**src/icda_pkg.sv**
```systemverilog
// icda_pkg.sv: constants, register map and state types of the indirect access bridge
// What this block does
// - An access launched through the auto-increment data view adds 4 to the address when busy clears.
// - A read or write of the launching data view while busy is clear starts an access at the held address.
// - A data view read while busy is allowed and returns 0x80000000.
// - A write to the launching or auto-increment view while not busy issues one full-word write carrying that value to the held address.
// - A data view read returns the previous access result; the new result is ready when busy clears.
// - Reading a result from a launching view starts another read, so streaming works.
// - The passive data view never starts an access, also takes writes while busy, and otherwise behaves like the launching view.
// - A write to the passive view replaces the shared data value without any transaction.
// - Busy is set by hardware when an access begins and cleared when it ends.
// - An errored access sets the fault flag, and an errored read yields 0x80000000.
// - Every data view read copies busy and fault into captured flags.
package icda_pkg;
  // ==========================================================
  // register map (byte addresses of word registers)
  localparam logic [5:0]  ICDA_OFS_CTRL    = 6'h00;
  localparam logic [5:0]  ICDA_OFS_ADDR    = 6'h04;
  localparam logic [5:0]  ICDA_OFS_LAUNCH  = 6'h08;
  localparam logic [5:0]  ICDA_OFS_AUTOINC = 6'h0C;
  localparam logic [5:0]  ICDA_OFS_PASSIVE = 6'h10;
  localparam logic [5:0]  ICDA_OFS_IRQ_ST  = 6'h14;
  localparam logic [5:0]  ICDA_OFS_IRQ_MSK = 6'h18;
  // ==========================================================
  // control register fields
  localparam int          ICDA_BIT_BUSY    = 0;
  localparam int          ICDA_BIT_BUSY_RD = 1;
  localparam int          ICDA_BIT_ERR     = 2;
  localparam int          ICDA_BIT_ERR_RD  = 3;
  // interrupt fields: access done, access fault
  localparam int          ICDA_IRQ_DONE    = 0;
  localparam int          ICDA_IRQ_FAULT   = 1;
  // ==========================================================
  // values
  localparam logic [31:0] ICDA_RST_WORD    = 32'h0000_0000;
  localparam logic [31:0] ICDA_BUSY_WORD   = 32'h8000_0000;
  localparam logic [31:0] ICDA_ADDR_STEP   = 32'h0000_0004;
  localparam logic [31:0] ICDA_UNMAPPED    = 32'hDEAD_BEEF;
  localparam logic [1:0]  ICDA_RST_IRQ     = 2'h0;
  typedef enum logic [1:0] {
    ICDA_IDLE = 2'b00,
    ICDA_REQ  = 2'b01,
    ICDA_WAIT = 2'b11
  } icda_state_t;
endpackage

```
**src/icda_bridge.sv**
```systemverilog
// icda_bridge.sv: avalon slave registers of the indirect access bridge
`timescale 1ns/1ps
module icda_bridge
  import icda_pkg::*;
(
  // clock and reset
  input  wire logic        sys_clk,
  input  wire logic        nrst,
  // avalon-mm slave
  input  wire logic [5:0]  avs_address,
  input  wire logic        avs_read,
  input  wire logic        avs_write,
  input  wire logic [31:0] avs_writedata,
  input  wire logic [3:0]  avs_byteenable,
  output logic [31:0]      avs_readdata,
  output logic             avs_waitrequest,
  output logic [1:0]       avs_response,
  // inner subsystem bus
  output logic             in_req,
  output logic             in_write,
  output logic [31:0]      in_addr,
  output logic [31:0]      in_wdata,
  input  wire logic        in_gnt,
  input  wire logic        in_rvalid,
  input  wire logic        in_err,
  input  wire logic [31:0] in_rdata,
  // interrupt
  output logic             irq
);
  logic        wait_r, wait_nxt;
  logic [31:0] rdata_r, rdata_nxt;
  logic [1:0]  resp_r, resp_nxt;
  logic [31:0] addr_r, addr_nxt, data_r, data_nxt;
  logic        busy_r, busy_nxt, err_r, err_nxt;
  logic        busy_cap_r, busy_cap_nxt, err_cap_r, err_cap_nxt;
  logic        incr_r, incr_nxt;
  logic [1:0]  ist_r, ist_nxt, imsk_r, imsk_nxt;
  logic        irq_r, irq_nxt;
  logic        start, start_write;
  logic        done, done_err;
  logic [31:0] done_rdata;
  logic        acc, is_rd, is_wr;
  logic        hit_launch, hit_auto, hit_pass, hit_data;

  icda_inner_master u_master (
    .sys_clk     (sys_clk),
    .nrst        (nrst),
    .start       (start),
    .start_write (start_write),
    .start_addr  (addr_r),
    .start_wdata (avs_writedata),
    .done        (done),
    .done_err    (done_err),
    .done_rdata  (done_rdata),
    .in_req      (in_req),
    .in_write    (in_write),
    .in_addr     (in_addr),
    .in_wdata    (in_wdata),
    .in_gnt      (in_gnt),
    .in_rvalid   (in_rvalid),
    .in_err      (in_err),
    .in_rdata    (in_rdata)
  );

  // ==========================================================
  // bus decode: every access takes exactly one wait cycle
  always_comb
  begin
    acc        = (avs_read | avs_write) & wait_r;
    is_rd      = acc & avs_read;
    is_wr      = acc & avs_write & ~avs_read;
    hit_launch = (avs_address == ICDA_OFS_LAUNCH);
    hit_auto   = (avs_address == ICDA_OFS_AUTOINC);
    hit_pass   = (avs_address == ICDA_OFS_PASSIVE);
    hit_data   = hit_launch | hit_auto | hit_pass;
    // launching views start an access; passive never does
    start       = acc & (hit_launch | hit_auto) & ~busy_r;
    start_write = is_wr;
  end

  // ==========================================================
  // registers
  always_comb
  begin
    wait_nxt     = 1'b1;
    rdata_nxt    = rdata_r;
    resp_nxt     = resp_r;
    addr_nxt     = addr_r;
    data_nxt     = data_r;
    busy_nxt     = busy_r;
    err_nxt      = err_r;
    busy_cap_nxt = busy_cap_r;
    err_cap_nxt  = err_cap_r;
    incr_nxt     = incr_r;
    ist_nxt      = ist_r;
    imsk_nxt     = imsk_r;
    if (acc)
    begin
      wait_nxt  = 1'b0;
      resp_nxt  = 2'b00;
      rdata_nxt = ICDA_RST_WORD;
    end
    // read data: previous result, or marker while busy
    if (is_rd)
    begin
      case (avs_address)
        ICDA_OFS_CTRL:
          rdata_nxt = {28'h000_0000, err_cap_r, err_r, busy_cap_r, busy_r};
        ICDA_OFS_ADDR:    rdata_nxt = addr_r;
        ICDA_OFS_LAUNCH,
        ICDA_OFS_AUTOINC,
        ICDA_OFS_PASSIVE: rdata_nxt = busy_r ? ICDA_BUSY_WORD : data_r;
        ICDA_OFS_IRQ_ST:  rdata_nxt = {30'h0000_0000, ist_r};
        ICDA_OFS_IRQ_MSK: rdata_nxt = {30'h0000_0000, imsk_r};
        default:          resp_nxt  = 2'b10;
      endcase
      if (hit_data)
      begin
        busy_cap_nxt = busy_r;
        err_cap_nxt  = err_r;
      end
    end
    if (is_wr)
    begin
      case (avs_address)
        ICDA_OFS_CTRL:    ;
        ICDA_OFS_ADDR:    addr_nxt = avs_writedata;
        ICDA_OFS_LAUNCH,
        ICDA_OFS_AUTOINC:
        begin
          if (!busy_r)
            data_nxt = avs_writedata;
        end
        ICDA_OFS_PASSIVE: data_nxt = avs_writedata;
        ICDA_OFS_IRQ_ST:  ;
        ICDA_OFS_IRQ_MSK: imsk_nxt = avs_writedata[1:0];
        default:          resp_nxt = 2'b10;
      endcase
    end
    // read of status clears it; a new event below wins
    if (is_rd && avs_address == ICDA_OFS_IRQ_ST)
      ist_nxt = 2'b00;
    if (start)
    begin
      busy_nxt = 1'b1;
      err_nxt  = 1'b0;
      incr_nxt = hit_auto;
    end
    if (done)
    begin
      busy_nxt = 1'b0;
      err_nxt  = done_err;
      if (!in_write)
        data_nxt = done_rdata;
      if (incr_r)
        addr_nxt = addr_r + ICDA_ADDR_STEP;
      ist_nxt[ICDA_IRQ_DONE] = 1'b1;
      if (done_err)
        ist_nxt[ICDA_IRQ_FAULT] = 1'b1;
    end
    irq_nxt = |(ist_nxt & imsk_nxt);
  end

  always_ff @(posedge sys_clk)
  begin
    if (!nrst)
    begin
      wait_r     <= 1'b1;
      rdata_r    <= ICDA_RST_WORD;
      resp_r     <= 2'b00;
      addr_r     <= ICDA_RST_WORD;
      data_r     <= ICDA_RST_WORD;
      busy_r     <= 1'b0;
      err_r      <= 1'b0;
      busy_cap_r <= 1'b0;
      err_cap_r  <= 1'b0;
      incr_r     <= 1'b0;
      ist_r      <= ICDA_RST_IRQ;
      imsk_r     <= ICDA_RST_IRQ;
      irq_r      <= 1'b0;
    end
    else
    begin
      wait_r     <= wait_nxt;
      rdata_r    <= rdata_nxt;
      resp_r     <= resp_nxt;
      addr_r     <= addr_nxt;
      data_r     <= data_nxt;
      busy_r     <= busy_nxt;
      err_r      <= err_nxt;
      busy_cap_r <= busy_cap_nxt;
      err_cap_r  <= err_cap_nxt;
      incr_r     <= incr_nxt;
      ist_r      <= ist_nxt;
      imsk_r     <= imsk_nxt;
      irq_r      <= irq_nxt;
    end
  end

  assign avs_waitrequest = wait_r;
  assign avs_readdata    = rdata_r;
  assign avs_response    = resp_r;
  assign irq             = irq_r;
endmodule

```
**src/icda_inner_master.sv**
```systemverilog
// icda_inner_master.sv: single-word master on the inner subsystem bus
`timescale 1ns/1ps
module icda_inner_master
  import icda_pkg::*;
(
  // clock and reset
  input  wire logic        sys_clk,
  input  wire logic        nrst,
  // launch side
  input  wire logic        start,
  input  wire logic        start_write,
  input  wire logic [31:0] start_addr,
  input  wire logic [31:0] start_wdata,
  output logic             done,
  output logic             done_err,
  output logic [31:0]      done_rdata,
  // inner bus
  output logic             in_req,
  output logic             in_write,
  output logic [31:0]      in_addr,
  output logic [31:0]      in_wdata,
  input  wire logic        in_gnt,
  input  wire logic        in_rvalid,
  input  wire logic        in_err,
  input  wire logic [31:0] in_rdata
);
  icda_state_t state_r, state_nxt;
  logic        req_r, req_nxt, wr_r, wr_nxt, done_r, done_nxt, err_r, err_nxt;
  logic [31:0] addr_r, addr_nxt, wd_r, wd_nxt, rd_r, rd_nxt;

  // ==========================================================
  // request and response
  always_comb
  begin
    state_nxt = state_r;
    req_nxt   = req_r;
    wr_nxt    = wr_r;
    addr_nxt  = addr_r;
    wd_nxt    = wd_r;
    rd_nxt    = rd_r;
    err_nxt   = err_r;
    done_nxt  = 1'b0;
    case (state_r)
      ICDA_IDLE:
        if (start)
        begin
          state_nxt = ICDA_REQ;
          req_nxt   = 1'b1;
          wr_nxt    = start_write;
          addr_nxt  = {start_addr[31:2], 2'b00};
          wd_nxt    = start_wdata;
        end
      ICDA_REQ:
        if (in_gnt)
        begin
          req_nxt   = 1'b0;
          state_nxt = ICDA_WAIT;
        end
      ICDA_WAIT:
        if (in_rvalid)
        begin
          state_nxt = ICDA_IDLE;
          done_nxt  = 1'b1;
          err_nxt   = in_err;
          // faulted reads carry the fixed marker word
          rd_nxt    = in_err ? ICDA_BUSY_WORD : in_rdata;
        end
      default:
      begin
        state_nxt = ICDA_IDLE;
        req_nxt   = 1'b0;
      end
    endcase
  end

  always_ff @(posedge sys_clk)
  begin
    if (!nrst)
    begin
      state_r <= ICDA_IDLE;
      req_r   <= 1'b0;
      wr_r    <= 1'b0;
      addr_r  <= ICDA_RST_WORD;
      wd_r    <= ICDA_RST_WORD;
      rd_r    <= ICDA_RST_WORD;
      err_r   <= 1'b0;
      done_r  <= 1'b0;
    end
    else
    begin
      state_r <= state_nxt;
      req_r   <= req_nxt;
      wr_r    <= wr_nxt;
      addr_r  <= addr_nxt;
      wd_r    <= wd_nxt;
      rd_r    <= rd_nxt;
      err_r   <= err_nxt;
      done_r  <= done_nxt;
    end
  end

  assign in_req     = req_r;
  assign in_write   = wr_r;
  assign in_addr    = addr_r;
  assign in_wdata   = wd_r;
  assign done       = done_r;
  assign done_err   = err_r;
  assign done_rdata = rd_r;
endmodule

```
**config.mk**
```make
export PLATFORM = sky130hd
export DESIGN_NAME = icda_bridge
export DESIGN_NICKNAME = d
export VERILOG_FILES = /design/src/icda_pkg.sv /design/src/icda_bridge.sv /design/src/icda_inner_master.sv
export SDC_FILE = /design/constraint.sdc
export NUM_CORES = 1
export LEC_CHECK = 0
export ABC_AREA = 1
export BUFFER_PORTS_ARGS = -buffer_cell sky130_fd_sc_hd__buf_2
export CORE_MARGIN = 2
export CORE_UTILIZATION = 58
export CTS_BUF_LIST = sky130_fd_sc_hd__clkbuf_4 sky130_fd_sc_hd__clkbuf_8
export DETAILED_ROUTE_END_ITERATION = 7
export HOLD_SLACK_MARGIN = 0.03
export PLACE_DENSITY = 0.91
export SYNTH_ARGS = -nofsm -noshare
export SYNTH_HDL_FRONTEND = slang
export SYNTH_HIERARCHICAL = 1
export SYNTH_SLANG_ARGS = --single-unit
```
**constraint.sdc**
```tcl
create_clock -name sys_clk -period 2.1 [get_ports sys_clk]
set_clock_uncertainty 0.1 [all_clocks]
set_input_delay 0.21 -clock sys_clk [delete_from_list [all_inputs] [get_ports sys_clk]]
set_output_delay 0.21 -clock sys_clk [all_outputs]
set_load 0.01 [all_outputs]
```
* Yosys cells after proc, flatten, opt, wreduce, memory -nomap -nowiden *
Cells that the tools add are included.

word-level totals
  register bits = 209
  bits in latches = 0
  RAM bits = 0
  bits in read-only memories = 0
  input port bits = 81
  output and inout port bits = 102
  word-level logic and storage cells = 97
  memories = 0

cells by class
  add/sub/neg operators = 1
  multipliers = 0
  div/mod/pow operators = 0
  $lt $le $gt $ge = 0
  equality and inequality tests = 11
  shifts and indexed selects = 0
  mux-type cells = 35
  bitwise gates (word level) = 14
  reduce and logical (&&, ||, !) cells = 15

operator list
  operator                                                               number
  32-bit 2-to-1 mux                                                      12
  32-bit case mux with 5 select lines                                    1
  32-bit case mux with 2 select lines                                    1
  32-bit by 3-bit adder with 32-bit output, second input constant        1
  2-bit 2-to-1 mux                                                       12
  6-bit by 5-bit equality test with 1-bit output, second input constant  3
  6-bit by 4-bit equality test with 1-bit output, second input constant  2
  2-bit AND reduction                                                    4
  1-bit 2-to-1 mux                                                       7
  7-bit OR reduction                                                     1
  1-bit bitwise AND                                                      6
  6-bit by 3-bit equality test with 1-bit output, second input constant  1
  6-bit logical NOT                                                      1
  2-bit inequality test, second input constant                           3
  2-bit case mux with 3 select lines                                     1
  3-bit AND reduction                                                    2
  2-bit OR reduction                                                     3
  1-bit inverter                                                         4
  1-bit OR                                                               3
  1-bit case mux with 3 select lines                                     1
  3-bit OR reduction                                                     1
  2-bit bitwise AND                                                      1
  2-bit by 1-bit equality test with 1-bit output, second input constant  1
  2-bit equality test, second input constant                             1
  other kinds (3)                                                        3

* Depth between registers and ports, before layout *
Gate-level depths: netlist of run 1.

  depth after elaboration = 9
  mapped depth = 12
  mapped depth without buffers = 11

* Modules after synthesis *
Netlist of run 1, hierarchy kept.

by module, submodules not included
  module             instances  cells each  area an instance (um^2)
  icda_bridge        1          1018        6296.0
  icda_inner_master  1          439         3475.8

* Worst setup path after synthesis of run 1 *
Ideal clock, no wire load.

  kind = reg-to-reg
  from = reg wait_r, in the netlist avs_waitrequest
  to = reg u_master.wr_r, in the netlist u_master/in_write
  library setup time = 0.116 ns
  arrival = 1.743 ns
  required time = 1.884 ns
  path slack = 0.142 ns
  stages on the path, launching flop included = 11
  path buffers = 1
  cell sequence = dfxtp_1 > nand2_1 > nand2_1 > clkinv_1 > nor3_2 > nand2_1 > nor2_4 > inv_2 > buf_2 > nor2_1 > nor2_1

on the way
  longest elaborated chain between the ends = 4
  elaborated cells between the ends (all ways) = 6
  those cells by class = bitwise (5); reduce/logical (1)

ends and longest elaborated chain
  what                            line                     RTL
  start, declared                 icda_bridge.sv:30        logic wait_r, wait_nxt;
  start signal, assigned          icda_bridge.sv:184       wait_r <= wait_nxt;
  1-bit bitwise AND               icda_bridge.sv:69        acc = (avs_read | avs_write) & wait_r;
  1-bit bitwise AND (2 in a row)  icda_bridge.sv:77        start = acc & (hit_launch | hit_auto) & ~busy_r;
  net start                       icda_bridge.sv:39        logic start, start_write;
  2-bit AND reduction (no line)   --
  end signal, assigned            icda_inner_master.sv:93  wr_r <= wr_nxt;
  end, declared                   icda_inner_master.sv:28  logic req_r, req_nxt, wr_r, wr_nxt, done_r, done_nxt, err_r, err_nxt;

The timed path passes the listed nets, and every way through them passes these cells.
A chain may end at the register's enable or synchronous reset.

* Worst setup path after layout of run 1 *
  from = reg wait_r, in the netlist avs_waitrequest
  to = reg u_master.wd_r[17], in the netlist u_master/in_wdata[17]

on the way
  longest elaborated chain between the ends = 4

ends and longest elaborated chain
  what                            line                     RTL
  1-bit bitwise AND               icda_bridge.sv:69
  1-bit bitwise AND (2 in a row)  icda_bridge.sv:77
  net start                       icda_bridge.sv:39
  2-bit AND reduction (no line)   --
  end signal, assigned            icda_inner_master.sv:95  wd_r <= wd_nxt;
  end, declared                   icda_inner_master.sv:29  logic [31:0] addr_r, addr_nxt, wd_r, wd_nxt, rd_r, rd_nxt;

The timed path passes the listed nets, and every way through them passes these cells.

==> results.md, run 1 <==
* Violated checks: negative setup slack
* RSZ-0062 raised after global routing: true
* # Max-Cap Violations at 0
* DR DRC count at 0
* HPWL Detailed at 20800 um
* Fmax at 0.469 GHz
* Reg-to-Reg Start: avs_waitrequest
* Leakage at 5.88 nW
* FP Rows at 47
* Average wire per standard cell at 17.0 um
* Final Hold Fails at 0
* TritonCTS buffer count at 34
* Tightest Pin Transition at 0.722 ns
* Status: complete, but fails checks
* Clk root buf: clkbuf_8
* Final min period at 2.13 ns
* Antenna cells at 0
* Global route overflow at 0
* Final wirelength at 33300 um
* Worst-Skew Late Latency at 0.54 ns
* Vias in the first global route at 10247
* Critical Path Fanout Max at 24
* Vias per std cell at 5.65
* Worst Path Class, Setup: flop to flop
* Starting Density at 0.591
* Syn avg cell area at 6.71 um^2
* Setup-failing EPs final at 1
* Largest net degree at the start of global routing at 59
* Worst Hold Class: input pin to flop
* Die Ht at 134 um
* Register area share after synthesis at 0.428
* Max-slew violations at 0
* Utilization after layout at 0.755
* Layout cells sized above 1 at 0.184
* Min-Delay Startpoint: avs_write
* Synthesis-stage register bit count at 209
* Worst R2R Setup Slack at -0.03 ns
* Slew margin rel. at 0.518
* # clock sinks at 209
* CTS max path bufs at 3
* Die X at 134 um
* Reg clk slew, reported paths at 0.06 ns
* Predominant post-synthesis flop cell: dfxtp_1
* Cell Area, Placed at 10900 um^2
* Fraction of registers with async set/reset at 0
* Post-synth EDFFs at 0
* Crit path launch: avs_waitrequest
* 1st-pass router iterations at 5
* Post-Syn Instances at 1457
* Via count at 11038
* Post-synth cell types at 36
* Final Cell Area at 12500 um^2
* Peak VDD IR at 0.781 mV
* I/O pin cnt at 183
* Final period util at 1.01
* IO Port Bufs at 176
* Yosys warnings at 6
* Crit path DAT at 2.46 ns
* Antenna violations before repair at 0
* Setup slack after layout at -0.0300 ns
* Core Area at 16500 um^2
* Reg2Reg Depth at 10
* Critical Path Source Type: flop
* Crit. End Element: flop
* CTS HTree Levels at 2
* Final net count at 1793
* Post-Syn Area at 9770 um^2
* Area Growth Syn to Fin at 27.7%
* Routability Congestion at 0.957
* GRT Util Overall at 0.359
* Die Area at 17900 um^2
* First-pass GRT wire length at 51700 um
* P per Cell Area at 671 nW/um^2
* Layout fillers at 1193
* Starting DRT DRC Count at 1501
* CTS tree: yes
* Post-DRT Antenna Nets at 0
* Worst hold stages at 5
* WP data required at 2.43 ns
==> worst max-delay path, cell delays in order, from the launching register on <==
cell     delay, ns
dfxtp_1       0.34
nand2_1       0.08
nand2_1       0.11
inv_2         0.06
nor3_2        0.15
buf_4         0.16
nand2_1       0.12
nor2_4        0.24
buf_6         0.26
o21ai_0       0.20
nor2_1        0.21
==> metrics by stage <==
step | TNS, ns | hold slack [ns] | worst slack, ns | power [mW] | cells
6_report | -0.0300 | 0.0540 | -0.0300 | 8.37 | 1952
5_1_grt | -0.400 | 0.0784 | -0.0750 | 8.57 | 1952
4_1_cts | 0 | 0.0336 | 0.0155 | 8.32 | 1948
3_5_place_dp | 0 | 0.349 | 0.113 | 4.57 | 1807
3_3_place_gp | 0 | 0.341 | 0.151 | 4.56 | 1807
2_1_floorplan | 0 | 0.245 | 0.142 | 4.35 | 1458
==> cells in the mapped netlist, types with 4 or more instances <==
library cell / count / area [um^2]
buf_4: 5 / 37.5
nor2_2: 5 / 31.3
nand2_1: 344 / 1290
nor2_1: 209 / 785
o211ai_1: 5 / 37.5
dfxtp_1: 209 / 4180
nand3_1: 149 / 746
nor3_1: 4 / 20.0
clkbuf_1: 46 / 173
inv_2: 4 / 15.0
a21oi_1: 104 / 521
nand4_1: 5 / 31.3
buf_6: 8 / 90.1
o21ai_1: 13 / 65.1
inv_1: 134 / 503
nand2_2: 12 / 75.1
nor2_4: 7 / 78.8
o21ai_0: 140 / 701
buf_2: 25 / 125
==> per-layer routing <==
| layer | track usage | vias up | wire length (um) |
|---|---|---|---|
| met3 | 0.0650 | 118 | 3760 |
| met1 | 0.469 | 5013 | 12900 |
| met4 | 0.134 | 0 | 1190 |
| met2 | 0.594 | 743 | 15400 |
| li1 | - | 5164 | - |
| met5 | 0 | - | 0 |
==> cell families after synthesis <==
| logic type | after synthesis | synth area share |
|---|---|---|
| other cells | 1 | 0.000384 |
| flops | 209 | 0.428 |
| fa+ha+maj | 1 | 0.00128 |
| buf+inv | 226 | 0.0983 |
| simple gates | 746 | 0.326 |
| compound gates | 270 | 0.143 |
| xor+xnor | 4 | 0.00359 |
==> state kept, by name (all words and copies together) (netlist names) <==
name	flops
irq	1
u_master/in_addr	30
avs_response	2
err_r	1
u_master/done_err	1
u_master/in_wdata	32
addr_r	32
u_master/state_r	2
avs_readdata	32
busy_cap_r	1
ist_r	2
data_r	32
busy_r	1
u_master/in_req	1
u_master/done	1
avs_waitrequest	1
err_cap_r	1
u_master/in_write	1
incr_r	1
u_master/done_rdata	32
imsk_r	2
==> what timing repair did <==
action,CTS,global route
gates resized for setup,0,9
hold endpoints to repair,121,0
endpoints found under the setup margin,0,75
hold buffers,84,0
buffers inserted,0,3
==> final cells by class <==
cell class	instances	area (um^2)	area share
Clock buffer	49	643	0.0516
Sequential cell	209	4180	0.335
Tap cell	220	275	0.0221
Inverter	142	543	0.0435
Clock inverter	8	67.6	0.00542
Multi-Input combinational cell	1024	4640	0.372
Timing Repair Buffer	300	2120	0.170
==> where the power goes <==
part	internal (mW)	switching (mW)	total, mW
Sequential	4.00	0.0310	4.03
Combinational	0.241	0.348	0.589
Clock	2.09	1.66	3.75
==> final timing paths <==
check,to
setup / recovery,u_master/in_wdata[17]
hold / removal,avs_response[0]
setup reg to reg,u_master/in_wdata[17]
hold reg to reg,avs_response[0]
==> cell usage in the layout (no fill, tap or decap), types with 6 or more instances in the layout <==
cell           count
a21oi_1          104
buf_12             7
buf_2            175
buf_4             32
clkbuf_8          44
clkinv_2           6
dfxtp_1          209
dlygate4sd3_1     84
inv_1            134
nand2_1          344
nand2_2           12
nand3_1          149
nor2_1           207
nor2_2             8
nor2_4             7
o21ai_0          140
o21ai_1           13
Power figures use the tool's default switching activity.
==> inputs of run 2 (changes only) <==
Settings changed: CORE_MARGIN 2 to 5, PLACE_DENSITY 0.91 to 0.82, SKIP_LAST_GASP set to 1.
==> results.md, run 2 (same netlist as run 1, synthesis figures left out) <==
* Critical Path Fanout Max at 25 (+4.2%)
* GRT Util Overall at 0.323 (-0.0360)
* Die Ht at 140 um (+4.5%)
* # Max-Cap Violations at 0 (unchanged)
* Status: finished, final reports clean
* Clk root buf: clkbuf_8
* Setup slack after layout at 0.114 ns (+0.144 ns)
* Die Area at 19500 um^2 (+9.2%)
* CTS max path bufs at 3 (unchanged)
* FP Rows at 47 (unchanged)
* Starting Density at 0.589 (-0.00210)
* DR DRC count at 0 (unchanged)
* Slew margin rel. at 0.541 (+0.0225)
* Antenna violations before repair at 0 (unchanged)
* Crit. End Element: flop
* Vias per std cell at 5.45 (-3.6%)
* Setup WS pre-CTS at -0.00642 ns (-0.119 ns)
* Tightest Pin Transition at 0.687 ns (-0.0346 ns)
* CTS tree: yes
* Area Growth Syn to Fin at 26.6%
* Fmax at 0.503 GHz (+7.2%)
* Hold WS at 0.0728 ns (+0.0188 ns)
* Via count at 10590 (-4.1%)
* CP max stage cell: dfxtp_1
* HPWL Detailed at 21800 um (+4.7%)
* Setup-failing EPs final at 0 (-1)
* 1st-pass router iterations at 5 (unchanged)
* Global route overflow at 0 (unchanged)
* Final wirelength at 33000 um (-0.97%)
* Routability Congestion at 0.979 (+2.3%)
* Layout cells sized above 1 at 0.186 (+0.00223)
* CTS HTree Levels at 2 (unchanged)
* Leakage at 5.83 nW (-1.0%)
* Crit-path cells: nand2_1, nand2_1, inv_2, nor3_4, nand2_2, nor2_4, inv_4, buf_12, nor2_1, nor2_1
* Core Area at 16600 um^2 (+0.36%)
* Reg clk slew, reported paths at 0.06 ns (about the same)
* Die X at 140 um (+4.5%)
* # clock sinks at 209 (unchanged)
* Register area at 4190 um^2 (about the same)
* Starting DRT DRC Count at 1281 (-15%)
* Commonest cells after routing, fill and taps aside: 343 x nand2_1, 208 x nor2_1, 208 x dfxtp_1, 175 x buf_2, 149 x nand3_1
* Max-slew violations at 0 (unchanged)
* Final Hold Fails at 0 (unchanged)
* Setup TNS at 0 ns (+0.0300 ns)
* Final period util at 0.946 (-0.0685)
* Worst Hold Class: input pin to flop
* Worst Path Class, Setup: flop to flop
* TritonCTS buffer count at 35 (+2.9%)
* Peak VDD IR at 0.617 mV (-21%)
* Average wire per standard cell at 17.0 um (-0.46%)
* Final net count at 1780 (-0.73%)
* Post-DRT Antenna Nets at 0 (unchanged)
* Max incr delay on CP at 0.36 ns (+0.02 ns)
* Multi-input gate area at 4650 um^2 (+0.11%)
* Worst-Skew Late Latency at 0.53 ns (about the same)
* Final min period at 1.99 ns (-0.144 ns)
* I/O pin cnt at 183 (unchanged)
* Crit path DAT at 2.29 ns (-0.17 ns)
* P per Cell Area at 677 nW/um^2 (+0.94%)
* Vias in the first global route at 9934 (-3.1%)
* IO Port Bufs at 176 (unchanged)
* Layout fillers at 1296 (+8.6%)
* First-pass GRT wire length at 51800 um (+0.16%)
* Critical Path Source Type: flop
* RSZ-0062 raised after global routing: false
* Largest net degree at the start of global routing at 65 (+10%)
* WP data required at 2.40 ns (-0.03 ns)
* Leading cell type in the layout, fill and taps excluded: nand2_1
* Antenna cells at 0 (unchanged)
## run 2: cell types whose count changed in the layout (fill, tap and decap cells not counted), sizes merged
cell,change
clkbuf,+5
nor2,-1
clkinv,-1
bufinv,-1
inv,+1
dlygate4sd3,-11
buf,-2
## run 2: what timing repair did
item / CTS / global route
hold endpoints to repair: 133 / 0
hold buffers: 73 / 0
buffers inserted: 0 / 0
gates resized for setup: 1 / 7
endpoints found under the setup margin: 26 / 67
pin swaps: 0 / 2
## run 2: per-stage QoR
stage               cells   util  instance area [um^2]  power [mW]
CTS                  1942  0.745                 12400        8.35
finish               1942  0.746                 12400        8.38
detailed placement   1808  0.657                 10900        4.57
global placement     1808  0.657                 10900        4.57
global route         1942  0.746                 12400        8.62
floorplan            1458      -                  9780        4.35
## run 2: final cells by class
class,count,area share
multi-input cells,1023,0.376
clock inverters,7,0.00364
repair buffers,287,0.162
flip-flops and latches,209,0.338
clock buffers,54,0.0550
well taps,220,0.0222
inverters,142,0.0435
## run 2: critical path: cells and delay by family (launching register included)
family	cells	cell delay, ns
simple gates	7	1.01
buf+inv	3	0.39
flops	1	0.36
## run 2: path summary, 6_finish.rpt
| check | to | slack, ns | start | cells past startpoint |
|---|---|---|---|---|
| hold reg to reg | avs_response[0] | 0.34 | avs_response[0] | 2 |
| setup reg to reg | u_master/in_wdata[14] | 0.11 | avs_waitrequest | 10 |
| setup / recovery | u_master/in_wdata[14] | 0.11 | avs_waitrequest | 10 |
| hold / removal | avs_response[0] | 0.07 | avs_read | 5 |
## run 2: layer usage
layer  global-route usage  part of all wire
met5                    0                 0
met3               0.0635              0.10
met1                0.452              0.42
met2                0.510              0.45
met4               0.0877             0.027
## run 2: report_power, final
part           total [mW]  leakage [nW]  internal, mW  switching, mW
Clock                3.76         0.387          2.07           1.68
Combinational       0.590          3.75         0.245          0.346
Sequential           4.03          1.69          4.00         0.0299
Total                8.38          5.83          6.32           2.06
